<file path="src/verilog/asow_defs.svh">
`ifndef ASOW_DEFS_SVH
`define ASOW_DEFS_SVH

// Serial timing
`define ASOW_CLK_NS          10
`define ASOW_SCLK_NS         160
`define ASOW_HALF_CYC        (`ASOW_SCLK_NS / `ASOW_CLK_NS / 2)
`define ASOW_WORD_BITS       6'h20
`define ASOW_DIV_CYC         4

// Command opcodes, bits 31:27 of the command word; write sub-codes, bits 26:25
`define ASOW_OP_CLR_HW       5'h18
`define ASOW_OP_RD_HW        5'h19
`define ASOW_OP_RD_BYTE      5'h09
`define ASOW_OP_WR           5'h1A
`define ASOW_OP_SET_HW       5'h1B
`define ASOW_WR_BOTH         2'h0
`define ASOW_WR_HIGH         2'h1
`define ASOW_WR_LOW          2'h2

// Device register word indexes (byte address bits 4:2)
`define ASOW_IX_CHAIN_ID     3'h0
`define ASOW_IX_IN_CTL       3'h2
`define ASOW_IX_OUT_CTL      3'h3
`define ASOW_IX_FMT_CTL      3'h4
`define ASOW_IX_LAST         3'h4

// Writable bit masks per register
`define ASOW_MASK_CHAIN_ID   32'h000F0000
`define ASOW_MASK_IN_CTL     32'h00000003
`define ASOW_MASK_OUT_CTL    32'h000000FF
`define ASOW_MASK_FMT_CTL    32'h00001F07
`define ASOW_MASK_NONE       32'h00000000

// Fields
`define ASOW_F_CHAIN_ID      19:16
`define ASOW_F_WPP           1:0
`define ASOW_F_RPP           1:0
`define ASOW_F_SSYNC_INT     6
`define ASOW_F_OPC           7:0
`define ASOW_F_FPS           2:0
`define ASOW_F_FPS_ON        2
`define ASOW_F_FPS_SEL       1:0
`define ASOW_F_INCL          12:8

// Fixed test patterns
`define ASOW_PAT_0           32'h00000000
`define ASOW_PAT_1           32'hFFFFFFFF
`define ASOW_PAT_2           32'hAAAAAAAA
`define ASOW_PAT_3           32'hCCCCCCCC

// Output word layout
`define ASOW_TAIL_W          18
`define ASOW_RES_W           14

// Host register map (address bits 1:0)
`define ASOW_H_TX            2'h0
`define ASOW_H_CFG           2'h1
`define ASOW_H_RX            2'h2
`define ASOW_H_STAT          2'h3
`define ASOW_H_F_BITS        5:0
`define ASOW_H_F_PROTO       9:8
`define ASOW_H_CFG_RST       32'h00000020

`endif

</file>
<file path="src/verilog/asow_pkg.sv">
package asow_pkg;
  typedef enum logic [1:0] {ASOW_RD_CONV, ASOW_RD_HALF,
                            ASOW_RD_BYTE} asow_rd_t;
  typedef enum logic [2:0] {ASOW_H_IDLE, ASOW_H_LEAD, ASOW_H_CLK,
                            ASOW_H_TRAIL, ASOW_H_GAP} asow_hst_t;
endpackage : asow_pkg

</file>
<file path="src/verilog/asow_link_if.sv">
`timescale 1ns/1ps
`default_nettype none
interface asow_link_if;
  logic convert_and_select_n;
  logic serial_clock;
  logic serial_in;
  logic serial_out_lanes;
  logic ready_strobe_clock;
  modport device (input convert_and_select_n, input serial_clock,
                  input serial_in, output serial_out_lanes,
                  output ready_strobe_clock);
  modport host (output convert_and_select_n, output serial_clock,
                output serial_in, input serial_out_lanes,
                input ready_strobe_clock);
endinterface : asow_link_if
`default_nettype wire

</file>
<file path="src/verilog/asow_device.sv">
`timescale 1ns/1ps
`default_nettype none
`include "asow_defs.svh"
module asow_device #(
  parameter int DIV_CYC = `ASOW_DIV_CYC
) (
  input  wire logic                   clk,
  input  wire logic                   reset,
  asow_link_if.device                 link,
  input  wire logic [`ASOW_RES_W-1:0] conv_result,
  input  wire logic [1:0]             supply_alarm,
  input  wire logic [1:0]             input_alarm,
  input  wire logic [3:0]             range_flags,
  output logic      [1:0]             active_protocol,
  output logic                        command_done
);
  function automatic logic [`ASOW_TAIL_W-1:0] asow_tail(
    input logic [4:0] en,
    input logic [3:0] id,
    input logic [1:0] sa,
    input logic [1:0] ia,
    input logic [3:0] rg,
    input logic [1:0] rpar
  );
    logic [`ASOW_TAIL_W-1:0] acc;
    logic [4:0]              n;
    acc = '0;
    n   = 5'h00;
    acc = en[4] ? {acc[13:0], id} : acc;
    n   = en[4] ? n + 5'h04 : n;
    acc = en[3] ? {acc[15:0], sa} : acc;
    n   = en[3] ? n + 5'h02 : n;
    acc = en[2] ? {acc[15:0], ia} : acc;
    n   = en[2] ? n + 5'h02 : n;
    acc = en[1] ? {acc[13:0], rg} : acc;
    n   = en[1] ? n + 5'h04 : n;
    acc = en[0] ? {acc[15:0], rpar} : acc;
    n   = en[0] ? n + 5'h02 : n;
    // Left-align so groups follow the result with no gaps
    asow_tail = acc << (5'h12 - n);
  endfunction : asow_tail
  function automatic logic [31:0] asow_mask(input logic [2:0] ix);
    case (ix)
      `ASOW_IX_CHAIN_ID: asow_mask = `ASOW_MASK_CHAIN_ID;
      `ASOW_IX_IN_CTL:   asow_mask = `ASOW_MASK_IN_CTL;
      `ASOW_IX_OUT_CTL:  asow_mask = `ASOW_MASK_OUT_CTL;
      `ASOW_IX_FMT_CTL:  asow_mask = `ASOW_MASK_FMT_CTL;
      default:           asow_mask = `ASOW_MASK_NONE;
    endcase
  endfunction : asow_mask
  // Link pins cross into clk through two flops; stage 3 is for edges only
  logic [2:0]  cs_q;
  logic [2:0]  ck_q;
  logic [1:0]  di_q;
  logic [31:0] regs_r [0:4];
  logic [31:0] in_sh_r;
  logic [31:0] out_sh_r;
  logic [5:0]  cnt_r;
  logic        sdo_r;
  logic        first_r;
  logic        rvs_r;
  logic        done_r;
  logic [8:0]  rd_addr_r;
  logic [7:0]  div_r;
  asow_pkg::asow_rd_t rd_kind_r;
  wire cs_fall  = cs_q[2] & ~cs_q[1];
  wire cs_rise  = ~cs_q[2] & cs_q[1];
  wire in_frame = ~cs_q[1];
  wire ck_rise  = ~ck_q[2] & ck_q[1];
  wire ck_fall  = ck_q[2] & ~ck_q[1];
  wire [1:0] wpp      = regs_r[`ASOW_IX_IN_CTL][`ASOW_F_WPP];
  wire [7:0] opc      = regs_r[`ASOW_IX_OUT_CTL][`ASOW_F_OPC];
  wire [2:0] fps      = regs_r[`ASOW_IX_FMT_CTL][`ASOW_F_FPS];
  wire [4:0] incl     = regs_r[`ASOW_IX_FMT_CTL][`ASOW_F_INCL];
  wire [3:0] chain_id = regs_r[`ASOW_IX_CHAIN_ID][`ASOW_F_CHAIN_ID];
  // Modes 00 and 11 capture on rising edges, others on falling
  wire cap_rise = ~(wpp[1] ^ wpp[0]);
  wire cpha     = wpp[0];
  wire src_mode = opc[`ASOW_F_RPP] != 2'h0;
  wire src_int  = src_mode & opc[`ASOW_F_SSYNC_INT];
  wire tick     = div_r == 8'(DIV_CYC - 1);
  wire cap_ev   = in_frame & (cap_rise ? ck_rise : ck_fall);
  wire ext_lau  = in_frame & (cap_rise ? ck_fall : ck_rise);
  wire int_lau  = in_frame & tick & rvs_r;
  wire lau_ev   = src_int ? int_lau : ext_lau;
  // Past 32 bits, with opc zero, the input stream refills the output for chaining
  wire fill_bit = (opc == 8'h00) ? in_sh_r[0] : 1'b0;
  // Command decode
  wire [4:0]  op      = in_sh_r[31:27];
  wire [1:0]  sub     = in_sh_r[26:25];
  wire [8:0]  addr    = in_sh_r[24:16];
  wire [15:0] dat     = in_sh_r[15:0];
  wire [2:0]  widx    = addr[4:2];
  wire        a_ok    = (addr[8:5] == 4'h0) && (widx <= `ASOW_IX_LAST);
  wire        full    = cnt_r >= `ASOW_WORD_BITS;
  wire        exec    = cs_rise & full & a_ok;
  wire [31:0] old_w   = regs_r[widx];
  // Halfword commands ignore address bit 0
  wire [15:0] old16   = addr[1] ? old_w[31:16] : old_w[15:0];
  wire        is_wr   = (op == `ASOW_OP_WR) || (op == `ASOW_OP_SET_HW)
                        || (op == `ASOW_OP_CLR_HW);
  wire [15:0] wr16    = (sub == `ASOW_WR_BOTH) ? dat :
                        (sub == `ASOW_WR_HIGH) ? {dat[15:8], old16[7:0]} :
                        (sub == `ASOW_WR_LOW)  ? {old16[15:8], dat[7:0]} :
                        old16;
  wire [15:0] new16   = (op == `ASOW_OP_SET_HW) ? (old16 | dat) :
                        (op == `ASOW_OP_CLR_HW) ? (old16 & ~dat) : wr16;
  wire [31:0] new_w   = addr[1] ? {new16, old_w[15:0]}
                                : {old_w[31:16], new16};
  wire        rd_hw   = full & a_ok & (op == `ASOW_OP_RD_HW);
  wire        rd_by   = full & a_ok & (op == `ASOW_OP_RD_BYTE);
  // Short frames act as no-ops and fall back to the result
  wire asow_pkg::asow_rd_t rd_kind_nxt =
    rd_hw ? asow_pkg::ASOW_RD_HALF :
    rd_by ? asow_pkg::ASOW_RD_BYTE : asow_pkg::ASOW_RD_CONV;
  // Output word assembly
  wire [31:0] rsel    = regs_r[rd_addr_r[4:2]];
  wire [15:0] rd16    = rd_addr_r[1] ? rsel[31:16] : rsel[15:0];
  wire [7:0]  rd8     = rd_addr_r[0] ? rd16[15:8] : rd16[7:0];
  wire [31:0] pattern = (fps[`ASOW_F_FPS_SEL] == 2'h0) ? `ASOW_PAT_0 :
                        (fps[`ASOW_F_FPS_SEL] == 2'h1) ? `ASOW_PAT_1 :
                        (fps[`ASOW_F_FPS_SEL] == 2'h2) ? `ASOW_PAT_2 :
                        `ASOW_PAT_3;
  wire [11:0] flags   = {chain_id, supply_alarm, input_alarm, range_flags};
  wire [1:0]  par     = {^conv_result, ^{conv_result, flags}};
  wire [`ASOW_TAIL_W-1:0] tail =
    asow_tail(incl, chain_id, supply_alarm, input_alarm, range_flags, par);
  wire [31:0] conv_w  = {conv_result, tail};
  wire [31:0] word    =
    fps[`ASOW_F_FPS_ON] ? pattern :
    (rd_kind_r == asow_pkg::ASOW_RD_HALF) ? {rd16, 16'h0000} :
    (rd_kind_r == asow_pkg::ASOW_RD_BYTE) ? {rd8, 24'h000000} :
    conv_w;
  always_ff @(posedge clk)
  begin
    if (reset)
    begin
      cs_q <= 3'h7;
      ck_q <= 3'h0;
      di_q <= 2'h0;
    end
    else
    begin
      cs_q <= {cs_q[1:0], link.convert_and_select_n};
      ck_q <= {ck_q[1:0], link.serial_clock};
      di_q <= {di_q[0], link.serial_in};
    end
  end
  // Register file written only by complete commands
  always_ff @(posedge clk)
  begin
    if (reset)
    begin
      for (int i = 0; i <= 4; i++)
        regs_r[i] <= 32'h00000000;
    end
    else if (exec && is_wr)
      regs_r[widx] <= new_w & asow_mask(widx);
  end
  always_ff @(posedge clk)
  begin
    if (reset)
    begin
      in_sh_r   <= 32'h00000000;
      cnt_r     <= 6'h00;
      rd_kind_r <= asow_pkg::ASOW_RD_CONV;
      rd_addr_r <= 9'h000;
      done_r    <= 1'b0;
    end
    else
    begin
      done_r <= exec;
      if (cs_fall)
        cnt_r <= 6'h00;
      else if (cap_ev)
      begin
        in_sh_r <= {in_sh_r[30:0], di_q[1]};
        // Saturate so long frames stay flagged as full
        if (cnt_r != 6'h3F)
          cnt_r <= cnt_r + 6'h01;
      end
      if (cs_rise)
      begin
        rd_kind_r <= rd_kind_nxt;
        rd_addr_r <= addr;
      end
    end
  end

  always_ff @(posedge clk)
  begin
    if (reset)
      div_r <= 8'h00;
    else if (tick || !in_frame)
      div_r <= 8'h00;
    else
      div_r <= div_r + 8'h01;
  end
  always_ff @(posedge clk)
  begin
    if (reset)
    begin
      out_sh_r <= 32'h00000000;
      sdo_r    <= 1'b0;
      first_r  <= 1'b0;
      rvs_r    <= 1'b0;
    end
    else
    begin
      if (!in_frame || !src_mode)
        rvs_r <= 1'b0;
      else if (src_int)
        rvs_r <= tick ? ~rvs_r : rvs_r;
      else
        rvs_r <= ck_q[1];
      if (cs_fall)
      begin
        out_sh_r <= word;
        first_r  <= cpha & ~src_int;
        sdo_r    <= (cpha & ~src_int) ? 1'b0 : word[31];
      end
      else if (lau_ev)
      begin
        if (first_r)
        begin
          first_r <= 1'b0;
          sdo_r   <= out_sh_r[31];
        end
        else
        begin
          out_sh_r <= {out_sh_r[30:0], fill_bit};
          sdo_r    <= out_sh_r[30];
        end
      end
    end
  end

  assign link.serial_out_lanes   = sdo_r;
  assign link.ready_strobe_clock = rvs_r;
  assign active_protocol         = regs_r[`ASOW_IX_IN_CTL][`ASOW_F_WPP];
  assign command_done            = done_r;

endmodule : asow_device
`default_nettype wire

</file>
<file path="src/flat_wrapper.sv">
// flat-port wrapper written by rule: the top's interface ports become plain ports
module asow_device_flat 
#(
  parameter int DIV_CYC = `ASOW_DIV_CYC
)
  (clk, reset, conv_result, supply_alarm, input_alarm, range_flags, active_protocol, command_done, link_convert_and_select_n, link_serial_clock, link_serial_in, link_serial_out_lanes, link_ready_strobe_clock);
  asow_link_if link_i ();
  input  wire logic clk;
  input  wire logic reset;
  input  wire logic [`ASOW_RES_W-1:0] conv_result;
  input  wire logic [1:0] supply_alarm;
  input  wire logic [1:0] input_alarm;
  input  wire logic [3:0] range_flags;
  output logic      [1:0] active_protocol;
  output logic command_done;
  input wire logic [$bits(link_i.convert_and_select_n)-1:0] link_convert_and_select_n;
  input wire logic [$bits(link_i.serial_clock)-1:0] link_serial_clock;
  input wire logic [$bits(link_i.serial_in)-1:0] link_serial_in;
  output wire logic [$bits(link_i.serial_out_lanes)-1:0] link_serial_out_lanes;
  output wire logic [$bits(link_i.ready_strobe_clock)-1:0] link_ready_strobe_clock;
  assign link_i.convert_and_select_n = link_convert_and_select_n;
  assign link_i.serial_clock = link_serial_clock;
  assign link_i.serial_in = link_serial_in;
  assign link_serial_out_lanes = link_i.serial_out_lanes;
  assign link_ready_strobe_clock = link_i.ready_strobe_clock;
  asow_device #(.DIV_CYC(DIV_CYC)) u_core (.clk(clk), .reset(reset), .link(link_i), .conv_result(conv_result), .supply_alarm(supply_alarm), .input_alarm(input_alarm), .range_flags(range_flags), .active_protocol(active_protocol), .command_done(command_done));
endmodule
</file>
<file path="config.mk">
export PLATFORM = sky130hd
export DESIGN_NAME = asow_device_flat
export DESIGN_NICKNAME = d
export VERILOG_FILES = /design/src/verilog/asow_pkg.sv /design/src/verilog/asow_link_if.sv /design/src/verilog/asow_device.sv /design/src/flat_wrapper.sv
export VERILOG_INCLUDE_DIRS = /design/src /design/src/verilog
export SDC_FILE = /design/constraint.sdc
export NUM_CORES = 1
export LEC_CHECK = 0
export BUFFER_PORTS_ARGS = -buffer_cell sky130_fd_sc_hd__buf_2
export CORE_MARGIN = 2
export CORE_UTILIZATION = 46
export DETAILED_ROUTE_END_ITERATION = 7
export SLEW_MARGIN = 0
export SYNTH_ARGS = -nofsm -noshare
export SYNTH_HDL_FRONTEND = slang
export SYNTH_SLANG_ARGS = --single-unit
</file>
<file path="constraint.sdc">
create_clock -name clk -period 5.25 [get_ports clk]
set_input_delay 0.525 -clock clk [delete_from_list [all_inputs] [get_ports clk]]
set_output_delay 0.525 -clock clk [all_outputs]
set_load 0.1 [all_outputs]
</file>
# Yosys cells after proc, flatten, opt, wreduce, memory -nomap -nowiden
# Memories as Yosys holds them, arrays and structs flattened. A register that Yosys moved wholly into a read port is not among the register bits.
# Cells that the tools add are included.
# word_totals
reg_bits	97
ram_bits	160
input_bits	27
output_inout_bits	5
elab_cells	149
mem_count	1
# mem_list
name	words	width	rd	rd_ports_with_merged_regs	wr	line	text
u_core.regs_r	5	32	6	2	5	asow_device.sv:55	logic [31:0] regs_r [0:4];
# op_classes
n_addsub	7
order_cmp	2
eq_ne	18
shift	1
muxes	57
bitwise	27
n_reduce_logical	23
# op_table
cell	count
two-way mux 32 bit	12
two-way mux 16 bit	6
one-hot mux 20 bit (4 select lines)	1
two-way mux 18 bit	4
AND 32 bit	1
OR reduction 32 bit	1
two-way mux 31 bit	1
XOR reduction 26 bit	1
== test 5 bit (second input constant)	4
two-way mux 5 bit	4
two-way mux 1 bit	18
two-way mux 3 bit	6
<< shifter 18 x 5 -> 18 bit	1
AND 16 bit	1
two-way mux 8 bit	2
inverter 16 bit	1
OR 16 bit	1
adder 5 x 2 -> 5 bit (second input constant)	3
AND 1 bit	15
XOR reduction 14 bit	1
adder 8 x 1 -> 8 bit (second input constant)	1
== test 8 x 2 -> 1 bit (second input constant)	1
zero test 8 bit	1
inverter 1 bit	7
24 further kinds	41

# Depth between registers and ports, before layout
# An unclocked memory read counts as a cell.
# depth
word_depth	17
depth_mapped	15
ltp_nobuf	14

# Least setup slack after synthesis
# Ideal clock, no wire load.
# synth_timing
path_kind	flip-flop to flip-flop
startpoint	memory u_core.regs_r[4][11]
endpoint	register u_core.out_sh_r[12]
setup_ns	0.067
arrival_time_ns	3.491
t_required_ns	5.183
slack_ns	1.692
stages_incl_launch_ff	16
n_path_buf	1
period_less_slack_ns	3.558
path_cell_list	edfxtp_1 -> ha_1 -> mux2i_2 -> xnor2_1 -> ha_1 -> mux2_2 -> inv_1 -> buf_4 -> ha_1 -> inv_1 -> or4_1 -> o221ai_2 -> and2_1 -> nand2_1 -> a2111o_1 -> o21ai_2
# synth_lines
item	line	text
start, declared	asow_device.sv:55	
end signal, assigned	asow_device.sv:218	out_sh_r <= word;
end signal, assigned	asow_device.sv:231	out_sh_r <= {out_sh_r[30:0], fill_bit};
end, declared	asow_device.sv:57	logic [31:0] out_sh_r;

==> run metrics <==
status=finished clean; final layout net count=1303; area post-placement=0.0135 mm^2; kind of critical path=flip-flop to flip-flop; Synth Instances=1149; Setup crit end kind=flip-flop; Worst setup SP type=flip-flop; worst ir drop on vdd=0.000265 V; Max clock buf depth=3; Area contributors post-synth=edfxtp_1, dfxtp_1, mux4_2; CP max stage cell=edfxtp_1; WHS Endpoint=u_core.cs_q[0]; grt ovf=0; syn_area_per_cell=11.1 um^2; core area=0.0270 mm^2; antenna violations before repair=0; Via density=5.78; largest net degree at the start of global routing=68; WHS=0.167 ns; setup TNS=0 ns; hold path cells=2; worst-case reg-to-reg path depth=14; Iteration-0 DRC Markers=736; synthesized cell area=0.0127 mm^2; Starting Density=47.1%; TritonCTS clock tree=yes; Die X-Extent=170 um; Yosys top cell by area=edfxtp_1; Pwr Density=308 mW/mm^2; CP dominant cell by count=ha_1; Detailed Routing Iterations Pass 1=5; RePlAce Congestion=0.851; CTS sink cnt=239; Worst Hold Launch=link_convert_and_select_n; most common cell after layout, fill and taps aside=nand2_1; clk root buf=clkbuf_16; Std-Cell Rows=60; vias in the first global route=9035; Worst path max stage delay=0.71 ns; Detailed Route WL=32.6 mm; # DRC=0; RSZ-0062 raised after global routing=no; GRT Util Overall=22.7%; DP HPWL=22.6 mm; Area Overhead vs Synth=13.6%; Port Buffers=31; FF-to-FF Start=u_core.regs_r[4][12]; commonest non-fill, non-tap cells in the layout=nand2_1, edfxtp_1, conb_1, dfxtp_1, a21oi_1; via count=9411; Slew HR=22.6%; final core occ=53.5%; # setup viols final=0; R2R setup slack=0.80 ns; ys flop type=edfxtp_1; post-route ant nets=0; Yosys reg bits=239; slew of the pin with the lowest slew margin=1.16 ns; Tmin final=4.45 ns; H-tree depth=1; min-delay worst type=input port to flip-flop; final hold vios=0; Die ar.=0.0290 mm^2; layout cells sized above 1=16.0%; sequential element share of the synthesized area=48.3%; routed len/inst=20.0 um; Power Total=4.46 mW; required time worst endpoint=5.72 ns; first-pass GRT wire length=50.8 mm; Die H=170 um; clk slew on worst S/H paths=0.06 ns; Max Slew Vio Count=0; Synth top area share=32.1%; Leak Pwr=4.94 nW; Buf+Inv Stages, Crit Path=2; Worst Path Arrival=4.92 ns; TritonCTS Buffers=28; clk_lat worst skew=0.54 ns; Setup Buffers After CTS=0; Tcrit/Tclk final=84.8%; Clock Skew=0.00892 ns; critical path peak fanout=18; cts hold-fix bufs=0; Post-synth EDFFs=136; I/O pin total=32; Async SR Flop Fraction=0%; Fmax=0.225 GHz; Syn. warnings=0; CP top delay family=simple AND/OR/NAND/NOR gates; Antenna Cells=0; r2r endpoint=u_core.out_sh_r[12]; post-route cell area=0.0145 mm^2; Resized Gates After CTS=0; CP cell instances=ha_1, mux2i_2, xnor2_1, ha_1, mux2_2, inv_1, ha_1, inv_1, or4_1, o221ai_2, and2_1, nand2_1, a2111o_1, o21ai_2; Yosys cell types=85; max-cap violations=0
## synthesized netlist by cell type (all sizes together), types with 18 or more instances
| master | count |
|---|---|
| nor3 | 21 |
| and2 | 18 |
| buf | 32 |
| xnor2 | 25 |
| nor2b | 18 |
| dfxtp | 103 |
| o21ai | 46 |
| mux4 | 72 |
| a21oi | 94 |
| inv | 20 |
| edfxtp | 136 |
| nand3 | 18 |
| mux2i | 36 |
| nor2 | 92 |
| clkbuf | 44 |
| nand2 | 158 |
## worst register-to-register path, stage by stage, from the launching register on
cell      delay (ns)
edfxtp_1        0.71
ha_1            0.35
mux2i_2         0.24
xnor2_1         0.18
ha_1            0.25
mux2_2          0.37
inv_1           0.40
ha_1            0.27
inv_1           0.06
or4_1           0.52
o221ai_2        0.16
and2_1          0.28
nand2_1         0.13
a2111o_1        0.40
o21ai_2         0.06
## report_power, final
group          internal (mW)  switching [mW]
registers               2.05          0.0405
clock network           1.18           0.779
logic                  0.165           0.242
## metal layers
layer | part of all wire (%) | up-vias | track usage, %
met3 | 6.2 | 63 | 3.51
met5 | 0 | - | 0
met1 | 44 | 4566 | 31.0
met4 | 3.1 | 0 | 6.61
li1 | - | 4463 | -
met2 | 47 | 319 | 37.7
## per-stage QoR
| step | worst slack (ns) | instances |
|---|---|---|
| 3_5_place_dp | 0.879 | 1576 |
| 2_1_floorplan | 1.69 | 1262 |
| 3_3_place_gp | 0.952 | 1576 |
| 6_report | 0.800 | 1628 |
| 5_1_grt | 0.567 | 1628 |
| 4_1_cts | 0.842 | 1628 |
## flip-flops by register name, indices dropped and copies added (netlist names), 3 cells and up, named ones only
register and flops:
u_core.ck_q 3, u_core.div_r 8, u_core.regs_r 136, u_core.cnt_r 6
u_core.cs_q 3, u_core.out_sh_r 32, u_core.in_sh_r 32, u_core.rd_addr_r 5
## worst max path at each step
stage,startpoint,depth (start not counted),slack [ns],end
2_1_floorplan,u_core.regs_r[4][11],15,1.69,u_core.out_sh_r[12]
3_3_place_gp,u_core.regs_r[4][12],14,0.95,u_core.out_sh_r[12]
3_5_place_dp,u_core.regs_r[4][12],14,0.88,u_core.out_sh_r[12]
4_1_cts,u_core.regs_r[4][12],14,0.84,u_core.out_sh_r[12]
5_1_grt,u_core.regs_r[4][12],14,0.57,u_core.out_sh_r[12]
6_report,u_core.regs_r[4][12],14,0.80,u_core.out_sh_r[12]
## final cells by class
| class | instances | area [um^2] |
|---|---|---|
| sequential | 239 | 6150 |
| tap | 341 | 427 |
| multi-input combinational | 925 | 6560 |
| inverter | 21 | 78.8 |
| clock buffer | 42 | 856 |
| fill | 2393 | 12600 |
| clock inverter | 10 | 95.1 |
| timing repair buffer | 50 | 298 |
## cell families after synthesis
logic type / count (synthesis) / share of synthesized area [%]
adders and majority gates: 11 / 1.08
DFF: 239 / 48.3
and+or+nand+nor: 383 / 14.0
buffers and inverters: 98 / 3.65
muxes: 118 / 16.5
other: 1 / 0.0295
AOI/OAI and AO/OA: 261 / 13.5
xor gates and xnor gates: 38 / 3.01
(Power assumes the default switching activity.)
